### src/hw/idf_defs.svh
// Offsets, field positions, reset values and timing figures of the isolated DIO core.
`ifndef IDF_DEFS_SVH
`define IDF_DEFS_SVH

// Register window: upper address bits match the host-assigned base.
`define IDF_WIN_LSB        8
`define IDF_OFF_DIN        8'h00
`define IDF_OFF_FILT_EN    8'h04
`define IDF_OFF_FILT_INTV  8'h08
`define IDF_OFF_RISE_EN    8'h0c
`define IDF_OFF_FALL_EN    8'h10
`define IDF_OFF_CHG_STAT   8'h14
`define IDF_OFF_DOUT       8'h18
`define IDF_OFF_PWRUP      8'h1c
`define IDF_OFF_SAFE       8'h20
`define IDF_OFF_WD_TMO     8'h24
`define IDF_OFF_WD_CTRL    8'h28

// Field positions.
`define IDF_STAT_EVT_BIT   0
`define IDF_STAT_OVF_BIT   1
`define IDF_WD_ARM_BIT     0
`define IDF_WD_KICK_BIT    1
`define IDF_WD_EXP_BIT     2

// Timing figures.
`define IDF_CLK_NS         20
`define IDF_SAMPLE_NS      100
`define IDF_SAMPLE_DIV     (`IDF_SAMPLE_NS / `IDF_CLK_NS)
`define IDF_INTV_MIN_US    200
`define IDF_INTV_TOP_MS    200
`define IDF_INTV_MIN_TICKS ((`IDF_INTV_MIN_US * 1000) / `IDF_SAMPLE_NS)
`define IDF_INTV_TOP_TICKS ((`IDF_INTV_TOP_MS * 1000000) / `IDF_SAMPLE_NS)
`define IDF_PWRUP_RESP_MS  400
`define IDF_PWRUP_CYC      ((`IDF_PWRUP_RESP_MS * 1000000) / `IDF_CLK_NS)

// Reset values.
`define IDF_INTV_RST       `IDF_INTV_MIN_TICKS
`define IDF_WD_TMO_RST     32'hffff_ffff

`endif

### src/hw/idf_pkg.sv
// Types shared by the isolated DIO core.
`default_nettype none
package idf_pkg;
   typedef enum logic [2:0] {
      IDF_OUT_OFF  = 3'b001,
      IDF_OUT_RUN  = 3'b010,
      IDF_OUT_SAFE = 3'b100
   } idf_out_st_t;
endpackage
`default_nettype wire

### src/hw/idf_sync3.sv
// Three-stage input synchroniser that accepts a change once stages two and three agree.
`default_nettype none
module idf_sync3 #(
   parameter int W = 32
) (
   input  wire logic         ref_clk_i, // System clock.
   input  wire logic         rst_n_i,   // Asynchronous reset, active low.
   input  wire logic [W-1:0] d_i,       // Pin levels.
   output logic      [W-1:0] q_o        // Synchronised levels.
);
   logic [W-1:0] s1_reg;
   logic [W-1:0] s2_reg;
   logic [W-1:0] s3_reg;
   logic [W-1:0] q_reg;

   always_ff @(posedge ref_clk_i or negedge rst_n_i) begin
      if (!rst_n_i) begin
         s1_reg <= '0;
         s2_reg <= '0;
         s3_reg <= '0;
      end else begin
         s1_reg <= d_i;
         s2_reg <= s1_reg;
         s3_reg <= s2_reg;
      end
   end

   always_ff @(posedge ref_clk_i or negedge rst_n_i) begin
      if (!rst_n_i) begin
         q_reg <= '0;
      end else begin
         q_reg <= (s2_reg & ~(s2_reg ^ s3_reg)) | (q_reg & (s2_reg ^ s3_reg));
      end
   end

   assign q_o = q_reg;
endmodule // idf_sync3
`default_nettype wire

### src/hw/idf_filter.sv
// Per-line glitch filter clocked by the sample and filter tick enables.
`default_nettype none
module idf_filter #(
   parameter int W = 32
) (
   input  wire logic         ref_clk_i,     // System clock.
   input  wire logic         rst_n_i,       // Asynchronous reset, active low.
   input  wire logic         sample_tick_i, // 100 ns sample enable.
   input  wire logic         filt_tick_i,   // Filter clock enable.
   input  wire logic [W-1:0] en_i,          // Filter select per line.
   input  wire logic [W-1:0] d_i,           // Synchronised lines.
   output logic      [W-1:0] q_o            // Line values after optional filter.
);
   logic [W-1:0] samp_reg;
   logic [W-1:0] cand_reg;
   logic [W-1:0] glitch_reg;
   logic [W-1:0] filt_reg;
   logic [W-1:0] keep;

   always_ff @(posedge ref_clk_i or negedge rst_n_i) begin
      if (!rst_n_i) begin
         samp_reg <= '0;
      end else if (sample_tick_i) begin
         samp_reg <= d_i;
      end
   end

   // A level must hold with no disturbance from one filter edge to the next.
   always_ff @(posedge ref_clk_i or negedge rst_n_i) begin
      if (!rst_n_i) begin
         cand_reg   <= '0;
         glitch_reg <= '0;
      end else if (filt_tick_i) begin
         cand_reg   <= samp_reg;
         glitch_reg <= '0;
      end else if (sample_tick_i) begin
         glitch_reg <= glitch_reg | (d_i ^ cand_reg);
      end
   end

   assign keep = glitch_reg | (samp_reg ^ cand_reg);

   always_ff @(posedge ref_clk_i or negedge rst_n_i) begin
      if (!rst_n_i) begin
         filt_reg <= '0;
      end else if (filt_tick_i) begin
         filt_reg <= (filt_reg & keep) | (cand_reg & ~keep);
      end
   end

   assign q_o = (filt_reg & en_i) | (samp_reg & ~en_i);
endmodule // idf_filter
`default_nettype wire

### src/hw/idf_top.sv
// Isolated digital I/O core: filtered inputs, change detection, outputs and watchdog.
//
// How it works
// - Filter blocks pulses under half the interval and passes pulses over it.
// - Pass and block widths follow the interval, with photocoupler skew on top.
// - Filtering is chosen per line; all filtered lines share one interval.
// - Every input line is sampled each 100 ns sample tick.
// - A counter makes the filter clock at half the filter interval.
// - A new level counts only after two consecutive steady filter clock edges.
// - Rising and falling changes filter alike, with up to one interval latency.
// - Drivers are off at power-up, then lines take their power-up states.
// - Power-up states take effect within 400 ms.
// - Per-line rising and falling enables; any enabled edge raises the interrupt.
// - One shared change flag, no record of which line or which edge.
// - A further edge before service sets the overflow bit.
// - Lines watched for change read hidden until a change event has happened.
// - Armed watchdog not refreshed in time forces outputs to safe states.
// - Safe states hold until disarm plus new write, or reset.
// - Expiry indication stays on from expiry until the watchdog is disarmed.
// - After expiry, output writes are dropped until the watchdog is disarmed.
// - Watchdog timeout is a 32-bit count of 100 ns ticks.
// - Registers decode from a host-assigned base address, no straps.
//
// The register addresses and the address-and-strobe port were chosen for this implementation.
`include "idf_defs.svh"
`default_nettype none
module idf_top
   import idf_pkg::*;
#(
   parameter int          N_IN          = 32,
   parameter int          N_OUT         = 32,
   parameter int          PWRUP_CYC     = `IDF_PWRUP_CYC,
   parameter logic [31:0] PWRUP_DEFAULT = 32'h0000_0000,
   parameter logic [31:0] SAFE_DEFAULT  = 32'h0000_0000
) (
   input  wire logic             ref_clk_i,     // 50 MHz system clock.
   input  wire logic             rst_n_i,       // Asynchronous reset, active low.
   input  wire logic [31:0]      bar_base_i,    // Base address assigned by the host.
   input  wire logic [31:0]      addr_i,        // Register byte address.
   input  wire logic [31:0]      wdata_i,       // Write data.
   input  wire logic             wr_i,          // Write strobe.
   input  wire logic             rd_i,          // Read strobe.
   output logic      [31:0]      rdata_o,       // Read data, cycle after the strobe.
   input  wire logic [N_IN-1:0]  din_i,         // Input lines from the photocouplers.
   output logic      [N_OUT-1:0] dout_o,        // Output line levels.
   output logic                  dout_oe_o,     // Output driver enable.
   output logic                  chg_irq_o,     // Change-detection interrupt.
   output logic                  wd_expired_o   // Watchdog expired indication.
);
   localparam int IW = 21;

   logic [N_IN-1:0]  filt_en_reg;
   logic [IW-1:0]    intv_reg;
   logic [N_IN-1:0]  rise_en_reg;
   logic [N_IN-1:0]  fall_en_reg;
   logic [N_IN-1:0]  prev_reg;
   logic             evt_reg;
   logic             ovf_reg;
   logic             seen_reg;
   logic [N_OUT-1:0] dout_reg;
   logic [N_OUT-1:0] pwrup_reg;
   logic [N_OUT-1:0] safe_reg;
   logic             oe_reg;
   logic [31:0]      wd_tmo_reg;
   logic [31:0]      wd_cnt_reg;
   logic             wd_arm_reg;
   logic             wd_exp_reg;
   idf_out_st_t      st_reg;
   logic [31:0]      pwr_cnt_reg;
   logic [2:0]       div_cnt_reg;
   logic             tick_reg;
   logic [IW-1:0]    fcnt_reg;
   logic             ftick_reg;
   logic [31:0]      rdata_reg;
   logic [31:0]      rdata_next;
   logic [N_IN-1:0]  sync_val;
   logic [N_IN-1:0]  line_val;
   logic [N_IN-1:0]  edges;
   logic [IW-1:0]    intv_next;
   logic [IW-1:0]    half_intv;
   logic             edge_any;
   logic             stat_rd;
   logic             din_wr_en;
   logic             dout_wr;
   logic             wd_ctrl_wr;
   logic             arm_start;
   logic             disarm;
   logic             kick;
   logic             wd_fire;
   logic             pwr_done;

   // Address match inside the window that the host placed.
   function automatic logic hit(input logic [31:0] a, input logic [31:0] base,
                                input logic [7:0] off);
      return (a[31:`IDF_WIN_LSB] == base[31:`IDF_WIN_LSB]) &&
             (a[`IDF_WIN_LSB-1:0] == off);
   endfunction

   assign stat_rd    = rd_i & hit(addr_i, bar_base_i, `IDF_OFF_CHG_STAT);
   assign din_wr_en  = wr_i & (hit(addr_i, bar_base_i, `IDF_OFF_RISE_EN) |
                               hit(addr_i, bar_base_i, `IDF_OFF_FALL_EN));
   assign dout_wr    = wr_i & hit(addr_i, bar_base_i, `IDF_OFF_DOUT);
   assign wd_ctrl_wr = wr_i & hit(addr_i, bar_base_i, `IDF_OFF_WD_CTRL);
   assign disarm     = wd_ctrl_wr & ~wdata_i[`IDF_WD_ARM_BIT];
   assign arm_start  = wd_ctrl_wr & wdata_i[`IDF_WD_ARM_BIT] & ~wd_arm_reg;
   assign kick       = wd_ctrl_wr & wdata_i[`IDF_WD_ARM_BIT] & wdata_i[`IDF_WD_KICK_BIT]
                       & wd_arm_reg & ~wd_exp_reg;
   assign wd_fire    = wd_arm_reg & ~wd_exp_reg & tick_reg & (wd_cnt_reg == 32'h0) & ~kick;
   assign pwr_done   = (st_reg == IDF_OUT_OFF) && (pwr_cnt_reg == 32'(PWRUP_CYC - 1));

   // Sample clock: one enable pulse every 100 ns.
   always_ff @(posedge ref_clk_i or negedge rst_n_i) begin
      if (!rst_n_i) begin
         div_cnt_reg <= 3'h0;
         tick_reg    <= 1'b0;
      end else if (div_cnt_reg == 3'(`IDF_SAMPLE_DIV - 1)) begin
         div_cnt_reg <= 3'h0;
         tick_reg    <= 1'b1;
      end else begin
         div_cnt_reg <= div_cnt_reg + 3'h1;
         tick_reg    <= 1'b0;
      end
   end

   // Interval writes are clamped to the supported range.
   always_comb begin
      if (wdata_i < 32'(`IDF_INTV_MIN_TICKS)) begin
         intv_next = IW'(`IDF_INTV_MIN_TICKS);
      end else if (wdata_i > 32'(`IDF_INTV_TOP_TICKS)) begin
         intv_next = IW'(`IDF_INTV_TOP_TICKS);
      end else begin
         intv_next = wdata_i[IW-1:0];
      end
   end

   assign half_intv = intv_reg >> 1;

   always_ff @(posedge ref_clk_i or negedge rst_n_i) begin
      if (!rst_n_i) begin
         filt_en_reg <= '0;
         intv_reg    <= IW'(`IDF_INTV_RST);
      end else if (wr_i) begin
         if (hit(addr_i, bar_base_i, `IDF_OFF_FILT_EN)) begin
            filt_en_reg <= wdata_i[N_IN-1:0];
         end
         if (hit(addr_i, bar_base_i, `IDF_OFF_FILT_INTV)) begin
            intv_reg <= intv_next;
         end
      end
   end

   // Filter clock: half the interval counted in sample ticks.
   always_ff @(posedge ref_clk_i or negedge rst_n_i) begin
      if (!rst_n_i) begin
         fcnt_reg  <= '0;
         ftick_reg <= 1'b0;
      end else if (wr_i && hit(addr_i, bar_base_i, `IDF_OFF_FILT_INTV)) begin
         fcnt_reg  <= (intv_next >> 1) - IW'(1);
         ftick_reg <= 1'b0;
      end else if (tick_reg && fcnt_reg == '0) begin
         fcnt_reg  <= half_intv - IW'(1);
         ftick_reg <= 1'b1;
      end else begin
         fcnt_reg  <= tick_reg ? fcnt_reg - IW'(1) : fcnt_reg;
         ftick_reg <= 1'b0;
      end
   end

   idf_sync3 #(.W(N_IN)) u_sync (
      .ref_clk_i (ref_clk_i),
      .rst_n_i   (rst_n_i),
      .d_i       (din_i),
      .q_o       (sync_val)
   );

   idf_filter #(.W(N_IN)) u_filter (
      .ref_clk_i     (ref_clk_i),
      .rst_n_i       (rst_n_i),
      .sample_tick_i (tick_reg),
      .filt_tick_i   (ftick_reg),
      .en_i          (filt_en_reg),
      .d_i           (sync_val),
      .q_o           (line_val)
   );

   // Change detection on the line values after the filter.
   assign edges    = (line_val & ~prev_reg & rise_en_reg) |
                     (~line_val & prev_reg & fall_en_reg);
   assign edge_any = |edges;

   always_ff @(posedge ref_clk_i or negedge rst_n_i) begin
      if (!rst_n_i) begin
         prev_reg    <= '0;
         rise_en_reg <= '0;
         fall_en_reg <= '0;
      end else begin
         prev_reg <= line_val;
         if (wr_i && hit(addr_i, bar_base_i, `IDF_OFF_RISE_EN)) begin
            rise_en_reg <= wdata_i[N_IN-1:0];
         end
         if (wr_i && hit(addr_i, bar_base_i, `IDF_OFF_FALL_EN)) begin
            fall_en_reg <= wdata_i[N_IN-1:0];
         end
      end
   end

   // A new edge in the clearing cycle wins over the clear.
   always_ff @(posedge ref_clk_i or negedge rst_n_i) begin
      if (!rst_n_i) begin
         evt_reg <= 1'b0;
         ovf_reg <= 1'b0;
      end else begin
         evt_reg <= edge_any | (evt_reg & ~stat_rd);
         ovf_reg <= (edge_any & evt_reg & ~stat_rd) | (ovf_reg & ~stat_rd);
      end
   end

   // Watched lines become visible once an event has been raised.
   always_ff @(posedge ref_clk_i or negedge rst_n_i) begin
      if (!rst_n_i) begin
         seen_reg <= 1'b0;
      end else if (edge_any) begin
         seen_reg <= 1'b1;
      end else if (din_wr_en) begin
         seen_reg <= 1'b0;
      end
   end

   // Power-up, safe-state and watchdog configuration.
   always_ff @(posedge ref_clk_i or negedge rst_n_i) begin
      if (!rst_n_i) begin
         pwrup_reg  <= PWRUP_DEFAULT[N_OUT-1:0];
         safe_reg   <= SAFE_DEFAULT[N_OUT-1:0];
         wd_tmo_reg <= `IDF_WD_TMO_RST;
      end else if (wr_i) begin
         if (hit(addr_i, bar_base_i, `IDF_OFF_PWRUP)) begin
            pwrup_reg <= wdata_i[N_OUT-1:0];
         end
         if (hit(addr_i, bar_base_i, `IDF_OFF_SAFE)) begin
            safe_reg <= wdata_i[N_OUT-1:0];
         end
         if (hit(addr_i, bar_base_i, `IDF_OFF_WD_TMO)) begin
            wd_tmo_reg <= wdata_i;
         end
      end
   end

   // Watchdog: 32-bit countdown in 100 ns ticks.
   always_ff @(posedge ref_clk_i or negedge rst_n_i) begin
      if (!rst_n_i) begin
         wd_arm_reg <= 1'b0;
         wd_exp_reg <= 1'b0;
         wd_cnt_reg <= 32'h0;
      end else if (disarm) begin
         // An expiry in the disarm cycle still stands, so flag and safe outputs agree.
         wd_arm_reg <= 1'b0;
         wd_exp_reg <= wd_fire;
      end else if (arm_start || kick) begin
         wd_arm_reg <= 1'b1;
         wd_cnt_reg <= wd_tmo_reg;
      end else if (wd_fire) begin
         wd_exp_reg <= 1'b1;
      end else if (wd_arm_reg && !wd_exp_reg && tick_reg) begin
         wd_cnt_reg <= wd_cnt_reg - 32'h1;
      end
   end

   // Power-up wait before the drivers are enabled.
   always_ff @(posedge ref_clk_i or negedge rst_n_i) begin
      if (!rst_n_i) begin
         pwr_cnt_reg <= 32'h0;
      end else if (st_reg == IDF_OUT_OFF && !pwr_done) begin
         pwr_cnt_reg <= pwr_cnt_reg + 32'h1;
      end
   end

   always_ff @(posedge ref_clk_i or negedge rst_n_i) begin
      if (!rst_n_i) begin
         st_reg   <= IDF_OUT_OFF;
         oe_reg   <= 1'b0;
         dout_reg <= '0;
      end else begin
         unique case (st_reg)
            IDF_OUT_OFF: begin
               if (pwr_done) begin
                  st_reg   <= IDF_OUT_RUN;
                  oe_reg   <= 1'b1;
                  dout_reg <= pwrup_reg;
               end
            end
            IDF_OUT_RUN: begin
               // An expiry that struck before the drivers came up still forces safe states.
               if (wd_fire || wd_exp_reg) begin
                  st_reg   <= IDF_OUT_SAFE;
                  dout_reg <= safe_reg;
               end else if (dout_wr) begin
                  dout_reg <= wdata_i[N_OUT-1:0];
               end
            end
            IDF_OUT_SAFE: begin
               if (!wd_arm_reg && !wd_exp_reg && dout_wr) begin
                  st_reg   <= IDF_OUT_RUN;
                  dout_reg <= wdata_i[N_OUT-1:0];
               end else begin
                  dout_reg <= safe_reg;
               end
            end
         endcase
      end
   end

   // Read mux; unmapped addresses read zero.
   always_comb begin
      rdata_next = 32'h0;
      if (rd_i) begin
         if (hit(addr_i, bar_base_i, `IDF_OFF_DIN)) begin
            rdata_next = 32'(line_val & (~(rise_en_reg | fall_en_reg) | {N_IN{seen_reg}}));
         end else if (hit(addr_i, bar_base_i, `IDF_OFF_FILT_EN)) begin
            rdata_next = 32'(filt_en_reg);
         end else if (hit(addr_i, bar_base_i, `IDF_OFF_FILT_INTV)) begin
            rdata_next = 32'(intv_reg);
         end else if (hit(addr_i, bar_base_i, `IDF_OFF_RISE_EN)) begin
            rdata_next = 32'(rise_en_reg);
         end else if (hit(addr_i, bar_base_i, `IDF_OFF_FALL_EN)) begin
            rdata_next = 32'(fall_en_reg);
         end else if (stat_rd) begin
            rdata_next[`IDF_STAT_EVT_BIT] = evt_reg;
            rdata_next[`IDF_STAT_OVF_BIT] = ovf_reg;
         end else if (hit(addr_i, bar_base_i, `IDF_OFF_DOUT)) begin
            rdata_next = 32'(dout_reg);
         end else if (hit(addr_i, bar_base_i, `IDF_OFF_PWRUP)) begin
            rdata_next = 32'(pwrup_reg);
         end else if (hit(addr_i, bar_base_i, `IDF_OFF_SAFE)) begin
            rdata_next = 32'(safe_reg);
         end else if (hit(addr_i, bar_base_i, `IDF_OFF_WD_TMO)) begin
            rdata_next = wd_tmo_reg;
         end else if (hit(addr_i, bar_base_i, `IDF_OFF_WD_CTRL)) begin
            rdata_next[`IDF_WD_ARM_BIT] = wd_arm_reg;
            rdata_next[`IDF_WD_EXP_BIT] = wd_exp_reg;
         end
      end
   end

   always_ff @(posedge ref_clk_i or negedge rst_n_i) begin
      if (!rst_n_i) begin
         rdata_reg <= 32'h0;
      end else begin
         rdata_reg <= rdata_next;
      end
   end

   assign rdata_o      = rdata_reg;
   assign dout_o       = dout_reg;
   assign dout_oe_o    = oe_reg;
   assign chg_irq_o    = evt_reg;
   assign wd_expired_o = wd_exp_reg;
endmodule // idf_top
`default_nettype wire

### config.mk
export PLATFORM = sky130hd
export DESIGN_NAME = idf_top
export DESIGN_NICKNAME = d
export VERILOG_FILES = /design/src/hw/idf_pkg.sv /design/src/hw/idf_sync3.sv /design/src/hw/idf_filter.sv /design/src/hw/idf_top.sv
export VERILOG_INCLUDE_DIRS = /design/src /design/src/hw
export SDC_FILE = /design/constraint.sdc
export NUM_CORES = 1
export LEC_CHECK = 0
export BUFFER_PORTS_ARGS = -buffer_cell sky130_fd_sc_hd__buf_2
export CAP_MARGIN = 20
export CORE_ASPECT_RATIO = 0.75
export CORE_MARGIN = 1.5
export CORE_UTILIZATION = 50
export DETAILED_ROUTE_END_ITERATION = 10
export GPL_TIMING_DRIVEN = 0
export PLACE_DENSITY = 0.79
export SYNTH_ARGS = -nofsm -noshare
export SYNTH_HDL_FRONTEND = slang
export SYNTH_SLANG_ARGS = --single-unit
export TNS_END_PERCENT = 1
### constraint.sdc
create_clock -name ref_clk_i -period 3.25 [get_ports ref_clk_i]
set_clock_uncertainty 0.2 [all_clocks]
set_input_delay 0.4875 -clock ref_clk_i [delete_from_list [all_inputs] [get_ports ref_clk_i]]
set_output_delay 0.4875 -clock ref_clk_i [all_outputs]
set_load 0.02 [all_outputs]
======== After elaboration in Yosys (flattened, before gate mapping) ========
Cells that the tools add are included.
W data, S select, Z words.
operators by class
  add/subtract/negate cells ............... 6
  $lt $le $gt $ge ......................... 2
  eq/ne operators ......................... 22
  muxes and demuxes ....................... 47
  bitwise operators ....................... 55
  reduce and logical (&&, ||, !) cells .... 46
operators with widths
  cell                     number
  $mux W32                 18
  $and A32 B32 Y32         11
  $or A32 B32 Y32          8
  $not A32 Y32             6
  $mux W21                 5
  $pmux W32 S3             1
  $xor A32 B32 Y32         3
  $sub A20 B1 Y21 const B  2
  $add A32 B1 Y32 const B  1
  $eq A32 B25 Y1 const B   1
  $eq A8 B5 Y1 const B     4
  $gt A32 B21 Y1 const B   1
  $logic_not A32 Y1        1
  $lt A32 B11 Y1 const B   1
  $reduce_or A32 Y1        1
  $sub A32 B1 Y32 const B  1
  $mux W30                 1
  $mux W29                 1
  $eq A24 B24 Y1           1
  $eq A8 B6 Y1 const B     3
  $logic_and A1 B1 Y1      21
  $logic_not A21 Y1        1
  $sub A21 B1 Y21 const B  1
  $and A1 B1 Y1            18
  22 further kinds         66
storage, ports and cells
  flip-flop bits (word level) ............. 664
  input port bits ......................... 132
  output and inout port bits .............. 67
  logic and storage cells ................. 209

======== Longest topological paths before layout ========
Gate-level depths: netlist (run 1).
  word-level depth ........................ 14
  gate-level depth with buffers ........... 17
  depth with buffers taken out ............ 14

======== Hierarchy ========
From an unflattened synthesis (run 1), not the netlist that was laid out.
unflattened totals
  cell total of the unflattened synthesis .. 2692
  area, all modules ....................... 30743.2 um^2
by module, submodules not included
  module      instances  cells an instance  area each (um^2)
  idf_top     1          2030               21090.2
  idf_filter  1          502                6089.6
  idf_sync3   1          160                3563.4

======== Least setup slack after synthesis (run 1) ========
Ideal clock, no wire load.
  path type ............................... input -> register
  from .................................... input bar_base_i[15]
  to ...................................... register fcnt_reg[18]
  library setup time ...................... 82 ps
  arrival ................................. 3689 ps
  data required time ...................... 2968 ps
  setup slack ............................. -721 ps
  cell stages on the path ................. 16
  buffers on the path ..................... 2
  cell sequence ........................... xor2_1 nor4_1 nand4_1 buf_2 nor2_1 clkbuf_1 nor2_1 a31oi_1 ha_1 inv_1 a311oi_1 a41oi_1 a21o_1 a21o_1 or4_1 a31oi_1
between the ends
  longest elaborated chain between the ends .. 4
  elaborated cells on any way between the ends .. 5
  those cells by class .................... eq/ne: 1; mux: 1; reduce/logical: 3
RTL lines
  element                                                          line            source
  start, declared                                                  idf_top.sv:38   input wire logic [31:0] bar_base_i,
  $eq A24 B24 Y1 (*)                                               idf_top.sv:95   return (a[31:`IDF_WIN_LSB] == base[31:`IDF_WIN_LSB]) &&
  $logic_and A1 B1 Y1 (*)                                          idf_top.sv:95
  $logic_and A1 B1 Y1 (*)                                          idf_top.sv:157  end else if (wr_i && hit(addr_i, bar_base_i, `IDF_OFF_FILT_INTV)) begin
  $reduce_bool A3 Y1 (no line) / $mux W21 (equally long branches)  n/a
  end signal, assigned                                             idf_top.sv:158  fcnt_reg <= (intv_next >> 1) - IW'(1);
  end signal, assigned                                             idf_top.sv:161  fcnt_reg <= half_intv - IW'(1);
  end signal, assigned                                             idf_top.sv:164  fcnt_reg <= tick_reg ? fcnt_reg - IW'(1) : fcnt_reg;
  end, declared                                                    idf_top.sv:72   logic [IW-1:0] fcnt_reg;
Mark *: on every way between the ends. The rest lies on a longest branch, timed or not.
A chain may end at the register's enable or synchronous reset.

======== Final worst setup path (run 1) ========
  from .................................... input bar_base_i[24]
  to ...................................... register rdata_reg[14] (netlist: rdata_o[14])
between the ends
  longest elaborated chain between the ends .. 13
  elaborated cells on any way between the ends .. 23
  those cells by class .................... eq/ne: 1; mux: 11; bitwise: 1; reduce/logical: 10
RTL lines
  element               line            source
  $eq A24 B24 Y1 (*)    idf_top.sv:95
  $logic_and A1 B1 Y1   idf_top.sv:95
  $mux W29              idf_top.sv:335  end else if (hit(addr_i, bar_base_i, `IDF_OFF_WD_TMO)) begin
  $mux W32              idf_top.sv:333  end else if (hit(addr_i, bar_base_i, `IDF_OFF_SAFE)) begin
  $mux W32              idf_top.sv:331  end else if (hit(addr_i, bar_base_i, `IDF_OFF_PWRUP)) begin
  $mux W32              idf_top.sv:329  end else if (hit(addr_i, bar_base_i, `IDF_OFF_DOUT)) begin
  $mux W30              idf_top.sv:326  end else if (stat_rd) begin
  $mux W32              idf_top.sv:324  end else if (hit(addr_i, bar_base_i, `IDF_OFF_FALL_EN)) begin
  $mux W32              idf_top.sv:322  end else if (hit(addr_i, bar_base_i, `IDF_OFF_RISE_EN)) begin
  $mux W32              idf_top.sv:320  end else if (hit(addr_i, bar_base_i, `IDF_OFF_FILT_INTV)) begin
  $mux W32              idf_top.sv:318  end else if (hit(addr_i, bar_base_i, `IDF_OFF_FILT_EN)) begin
  $mux W32 (*)          idf_top.sv:316  if (hit(addr_i, bar_base_i, `IDF_OFF_DIN)) begin
  $mux W32 (*)          idf_top.sv:315  if (rd_i) begin
  via rdata_next[14]    idf_top.sv:75   logic [31:0] rdata_next;
  end signal, assigned  idf_top.sv:348  rdata_reg <= rdata_next;
  end, declared         idf_top.sv:74   logic [31:0] rdata_reg;
Mark *: on every way through the listed nets, which the timed path passes. The rest lies on a longest branch.

==> flow_metrics.tcl, run 1 <==
set metrics [dict create \
    slew_violations 0 \
    finalCritPeriodShare 1.05 \
    ir_drop_mv 0.342 \
    cp_top_family "buffers and inverters" \
    drtAntennaViolNets 0 \
    synth_area_sq_um 29900 \
    clk_pin_slew_ns 0.06 \
    grt_pass1_wl_mm 151 \
    synth_flop_cell "dfrtp_1" \
    worstHoldPathType "in2reg" \
    dp.final_hpwl_mm 73.4 \
    fill_cells 4792 \
    hold_viol 0 \
    leakagePower_nw 15.7 \
    yosysTopAreaCell "dfrtp_1" \
    track_usage 0.326 \
    ys_seq_area_frac 0.558 \
    drtIter0Drc 3652 \
    drive_gt1_frac 0.277 \
    cts_made_buffers 66 \
    synth_area_per_cell_sq_um 11.3 \
    clk_latency_ns 0.63 \
    critPathKind "in2reg" \
    total_power_mw 17.3 \
    holdWs_ns 0.0339 \
    antenna_found_initial 3 \
    critPathBufInv 4 \
    clockBufferDepth 3 \
    startpoint_type "input port" \
    grt_pass1_vias 24300 \
    initial_core_util 0.507 \
    ys_async_sr_fraction 1.00 \
    synth_cells 2637 \
    slew-limit-headroom 0.270 \
    clock_sinks 664 \
    placed_area_sq_um 32000 \
    area_delta_synth_final_pct 18.9 \
    syn-num-nets 2774 \
    routed_wl_mm 101 \
    cpPeakStageDelay_ns 0.61 \
    synth_top_area_frac 0.523 \
    core_sq_um 59000 \
    crit_chain "buf_2, xor2_1, nor4_4, nand2_1, buf_2, nor3_4, and2_1, buf_2, nor3_2, clkbuf_1, o21ai_0, o22ai_1" \
    grt_start_max_net_pins 128 \
    die_h_microns 215 \
    vias 24600 \
    dieWidth_microns 285 \
    dieArea_sq_um 61300 \
    ys_seq_elements 664 \
    rsz0062_at_grt "yes" \
    wire_per_inst_microns 26.4 \
    finish.instance_area_sq_um 35500 \
    yosysWarnings 0 \
    dr_wl_met3_mm 12.5 \
    tightest_slew_ns 1.09 \
    ios 199 \
    finalSetupViolCount 46 \
    drc 0 \
    layoutNonFillerInstCount 3814 \
    violations "negative setup slack" \
    crit_slowest_cell "clkbuf_1" \
    worstPathArrival_ns 3.70 \
    cap_violations 0 \
    synthTopCellsByArea "dfrtp_1 52%, mux2_2 10%, dfstp_2 3.4%" \
    cp-end-kind "flop" \
    finalNetCount 3108 \
    crit_top_cell "buf_2" \
    drtPass1Iterations 7 \
    htreeDepth 3 \
    viasPerCell 6.46 \
    io_buffers 185 \
    dp_cells 3617 \
    gp_congestion 1.02 \
    cts_root_buf "clkbuf_16" \
    worstPathMaxFanout 10 \
    met2_length_mm 42.3 \
    power_density_nw_per_um2 487 \
    max_freq_mhz 294 \
    row_count 77 \
    ys_types 93 \
    drt-met1-wl_mm 42.5 \
    fin_setup_tns_ns -2.24 \
    cts_tree "yes" \
    status "finished with violations" \
    finalCriticalPeriod_ns 3.40 \
    final.setup.worst_slack_ns -0.152 \
    grt.overflow.total 0 \
    top_layer_used "met5" \
    worstPathRequired_ns 3.55 \
    synth_edf_count 0 \
]
## cells in the final DEF, fill, tap and decap left out, drive strengths merged, types with 11 or more instances in the layout
master,count
a21oi,158
a221oi,47
a222oi,34
a22o,21
a22oi,16
a31oi,72
a32oi,15
and3,30
buf,287
clkbuf,203
dfrtp,625
dfstp,39
dlygate4sd3,36
inv,69
maj3,32
mux2,276
mux2i,16
nand2,149
nand3,33
nand3b,56
nand4,29
nor2,239
nor3,45
nor3b,11
nor4,31
o21ai,120
o21bai,12
o22ai,31
o2bb2ai,34
xnor2,26
xor2,65
## report_power, final
group,internal (mW),total [mW],switching (mW),leakage (nW)
Sequential,8.49,8.66,0.176,8.24
Combinational,0.323,0.845,0.522,6.39
Clock,4.46,7.79,3.33,1.07
## cell usage after synthesis, types with 5 or more instances
| cell | number |
|---|---|
| a21oi_1 | 157 |
| nor3_1 | 40 |
| nand3b_1 | 56 |
| a211oi_1 | 9 |
| a31oi_1 | 72 |
| buf_2 | 41 |
| nor3b_1 | 11 |
| dfstp_2 | 39 |
| or4_1 | 9 |
| a22oi_1 | 16 |
| nand4_1 | 29 |
| and3_1 | 30 |
| xnor2_1 | 26 |
| nor4_1 | 25 |
| o2bb2ai_1 | 33 |
| a32oi_1 | 15 |
| ha_1 | 5 |
| dfrtp_1 | 625 |
| nor2_1 | 238 |
| o22ai_1 | 31 |
| and2_1 | 10 |
| a221oi_1 | 47 |
| o21bai_1 | 12 |
| maj3_1 | 32 |
| o21ai_0 | 119 |
| or3_1 | 9 |
| a222oi_1 | 34 |
| nor4_2 | 5 |
| nor2b_1 | 7 |
| nand2b_1 | 6 |
| nand2_1 | 149 |
| a22o_1 | 20 |
| o31ai_1 | 5 |
| and4_1 | 8 |
| nand3_1 | 30 |
| mux2i_1 | 16 |
| o211ai_1 | 9 |
| mux2_2 | 276 |
| a21o_1 | 7 |
| inv_1 | 66 |
| xor2_1 | 65 |
| clkbuf_1 | 104 |
| buf_1 | 7 |
## stage by stage
stage	util	setup slack (ns)
finish	0.603	-0.152
global route	0.603	-0.180
CTS	0.597	-0.103
detailed placement	0.542	-1.56
global placement	0.540	-11.78
floorplan	-	-0.475
## timing repair
action | 4_1_cts | 5_1_grt
endpoints found under the setup margin | 295 | 124
endpoints found under the hold margin | 122 | 0
setup buffers | 34 | 13
resized for setup | 120 | 61
pin swaps | 21 | 22
hold buffers | 36 | 0
## logic make-up (layout without fill, tap and decap cells)
group                      after synthesis  in the layout  share of synthesized area
xor gates and xnor gates                91             91                     0.0267
muxes                                  293            293                      0.110
and+or+nand+nor                        697            697                      0.120
other                                    0              2                          0
buffers and inverters                  224            609                     0.0308
DFF                                    664            664                      0.558
AOI/OAI and AO/OA                      631            631                      0.142
adders and majority gates               37             37                     0.0128
## final timing paths
check                                            from                     endpoint  slack, ns  depth (start not counted)
setup / recovery                       bar_base_i[24]        rdata_o[14]$_DFF_PN0_      -0.15                         12
hold / removal                            wdata_i[16]       dout_o[16]$_DFFE_PN0P_       0.03                          2
setup reg to reg             fcnt_reg[11]$_DFFE_PN0P_      fcnt_reg[0]$_DFFE_PN0P_      -0.12                         17
hold reg to reg            u_sync.s1_reg[4]$_DFF_PN0_   u_sync.s2_reg[4]$_DFF_PN0_       0.14                          0
max in group asynchronous                     rst_n_i        dout_o[7]$_DFFE_PN0P_       0.97                          4
min in group asynchronous                     rst_n_i  u_sync.s3_reg[28]$_DFF_PN0_       0.28                          2
## cell type report
| cell class | count | area, sq um | share of cell area |
|---|---|---|---|
| Sequential cell | 664 | 16700 | 0.469 |
| Multi-Input combinational cell | 1749 | 12800 | 0.362 |
| Clock buffer | 102 | 1980 | 0.0557 |
| Timing Repair Buffer | 273 | 1810 | 0.0510 |
| Tap cell | 790 | 988 | 0.0278 |
| Buffer | 151 | 783 | 0.0220 |
| Inverter | 66 | 248 | 0.00697 |
| Clock inverter | 17 | 210 | 0.00591 |
| Antenna cell | 2 | 5.00 | 0.000141 |
## routing by layer
metal | global-route usage | vias up
li1 | - | 10400
met1 | 0.472 | 12500
met2 | 0.467 | 1542
met3 | 0.108 | 228
met4 | 0.0956 | 4
met5 | 0 | -
Power figures use the tool's default switching activity.
==> inputs of run 2 (changes only) <==
--- a/config.mk
+++ b/config.mk
@@ -14,6 +14,7 @@
 export DETAILED_ROUTE_END_ITERATION = 10
 export GPL_TIMING_DRIVEN = 0
 export PLACE_DENSITY = 0.79
+export REMOVE_ABC_BUFFERS = 1
 export SYNTH_ARGS = -nofsm -noshare
 export SYNTH_HDL_FRONTEND = slang
 export SYNTH_SLANG_ARGS = --single-unit
==> run 2 against run 1 <==
  * The flow still finishes with violations (negative setup slack)
  * Die area unchanged
  * Register-to-register slack better by 0.05 ns
  * Non-clock buffer count down 114
  * Critical path depth up 2
  * Setup slack better by 0.085 ns
  * Clock-buffer cell count down 2
  * Worst hold slack worse by 0.0069 ns
  * Combinational power down 2%
  * Wire length down 7.1%
  * Final cell count down 2.8%
  * Highest routed layer is now met4
==> flow_metrics.tcl, run 2 (synthesis results as in run 1) <==
set metrics [dict create \
    final.setup.worst_slack_ns -0.0664 \
    worstPathMaxFanout 8 \
    cts_tree "yes" \
    drive_gt1_frac 0.275 \
    wire_per_inst_microns 25.2 \
    area_delta_synth_final_pct 18.9 \
    clk_pin_slew_ns 0.06 \
    cp_top_family "simple AND/OR/NAND/NOR gates" \
    status "finished with violations" \
    dieWidth_microns 285 \
    holdWs_ns 0.0270 \
    cpPeakStageDelay_ns 0.42 \
    grt_pass1_vias 23700 \
    antenna_found_initial 4 \
    finalSetupViolCount 3 \
    max_freq_mhz 302 \
    slew-limit-headroom 0.286 \
    grt_start_max_net_pins 132 \
    tightest_slew_ns 1.07 \
    worstPathRequired_ns 3.60 \
    ios 199 \
    cts_root_buf "clkbuf_16" \
    initial_core_util 0.507 \
    finalCritPeriodShare 1.02 \
    violations "negative setup slack" \
    power_density_nw_per_um2 485 \
    core_sq_um 59000 \
    clk_latency_ns 0.64 \
    drtAntennaViolNets 0 \
    fill_cells 4642 \
    drtPass1Iterations 6 \
    clock_sinks 664 \
    track_usage 0.303 \
    worstHoldPathType "in2reg" \
    hold_viol 0 \
    critPathKind "reg2reg" \
    routed_wl_mm 93.5 \
    critPathBufInv 2 \
    slew_violations 0 \
    rsz0062_at_grt "yes" \
    dp.final_hpwl_mm 62.0 \
    ir_drop_mv 0.386 \
    drc 0 \
    leakagePower_nw 15.6 \
    finalNetCount 2998 \
    crit_slowest_cell "dfrtp_1" \
    drtIter0Drc 2717 \
    finalCriticalPeriod_ns 3.32 \
    startpoint_type "flop" \
    row_count 77 \
    crit_chain "nor4_1, and3_4, and4_4, a21oi_2, nor2_2, a31oi_4, ha_4, buf_4, a41oi_1, a21o_1, buf_6, a21oi_4, a31o_2, a31oi_1" \
    cp-end-kind "flop" \
    dieArea_sq_um 61300 \
    layout_common_cells "622 x dfrtp_1, 276 x mux2_2, 233 x nor2_1" \
    cap_violations 0 \
    viasPerCell 6.38 \
    io_buffers 190 \
    total_power_mw 17.2 \
    vias 23600 \
    grt.overflow.total 0 \
    worstPathArrival_ns 3.67 \
    htreeDepth 3 \
    mostFrequentLayoutCell "dfrtp_1" \
    cts_made_buffers 67 \
    clockBufferDepth 3 \
    gp_congestion 0.913 \
    grt_pass1_wl_mm 142 \
    die_h_microns 215 \
]
==> run 2: worst register-to-register path, stage by stage (launching register included) <==
cell and delay (ns):
dfrtp_1 0.42, nor4_1 0.39, and3_4 0.33, and4_4 0.28, a21oi_2 0.07, nor2_2 0.15, a31oi_4 0.06, ha_4 0.20
buf_4 0.14, a41oi_1 0.17, a21o_1 0.22, buf_6 0.13, a21oi_4 0.05, a31o_2 0.28, a31oi_1 0.15
==> run 2: worst paths after layout <==
check,from,endpoint,slack (ns),cells past startpoint
min in group asynchronous,rst_n_i,u_sync.s2_reg[25]$_DFF_PN0_,0.23,2
max,fcnt_reg[19]$_DFFE_PN0P_,fcnt_reg[12]$_DFFE_PN0P_,-0.07,14
min,wdata_i[22],dout_o[22]$_DFFE_PN0P_,0.03,2
max in group asynchronous,rst_n_i,asynchronous set/reset pin,0.48,5
min reg2reg,u_sync.s1_reg[23]$_DFF_PN0_,u_sync.s2_reg[23]$_DFF_PN0_,0.15,0
max reg2reg,fcnt_reg[19]$_DFFE_PN0P_,fcnt_reg[12]$_DFFE_PN0P_,-0.07,14
==> run 2: cell type report <==
cell class                      instances  area (sq um)  share of cell area
Antenna cell                            6          15.0            0.000423
Clock buffer                          100          2010              0.0567
Clock inverter                         20           175             0.00493
Inverter                               66           248             0.00697
Multi-Input combinational cell       1752         12900               0.363
Sequential cell                       664         16700               0.469
Tap cell                              790           988              0.0278
Timing Repair Buffer                  310          2530              0.0713
==> run 2: through the flow <==
stage	setup TNS [ns]	std cells	area, sq um	setup WS, ns	util
2_1_floorplan	-419.48	2479	29200	-2.83	-
3_3_place_gp	-9099.13	3459	31200	-11.63	0.528
3_5_place_dp	-359.22	3501	32100	-1.96	0.544
4_1_cts	-0.146	3692	35200	-0.0474	0.597
5_1_grt	-0.888	3704	35500	-0.194	0.602
6_report	-0.119	3708	35500	-0.0664	0.603
==> run 2: what timing repair did <==
item / CTS / global route
endpoints found under the setup margin: 262 / 153
gates cloned: 3 / 0
hold buffers: 47 / 0
buffers inserted: 21 / 10
endpoints found under the hold margin: 144 / 0
pin swaps: 15 / 21
resized for setup: 53 / 49
==> run 2: metal layers <==
layer | vias up | GRT usage | routed length (microns)
li1 | 10100 | - | -
met1 | 11900 | 0.403 | 36900
met2 | 1304 | 0.451 | 41500
met3 | 297 | 0.0965 | 10700
met4 | 0 | 0.141 | 4340
met5 | - | 0 | 0
==> run 2: where the power goes <==
| part | leakage [nW] | internal, mW | switching, mW | total (mW) |
|---|---|---|---|---|
| Clock | 1.08 | 4.40 | 3.35 | 7.75 |
| Combinational | 6.32 | 0.324 | 0.503 | 0.827 |
| Sequential | 8.24 | 8.49 | 0.181 | 8.67 |
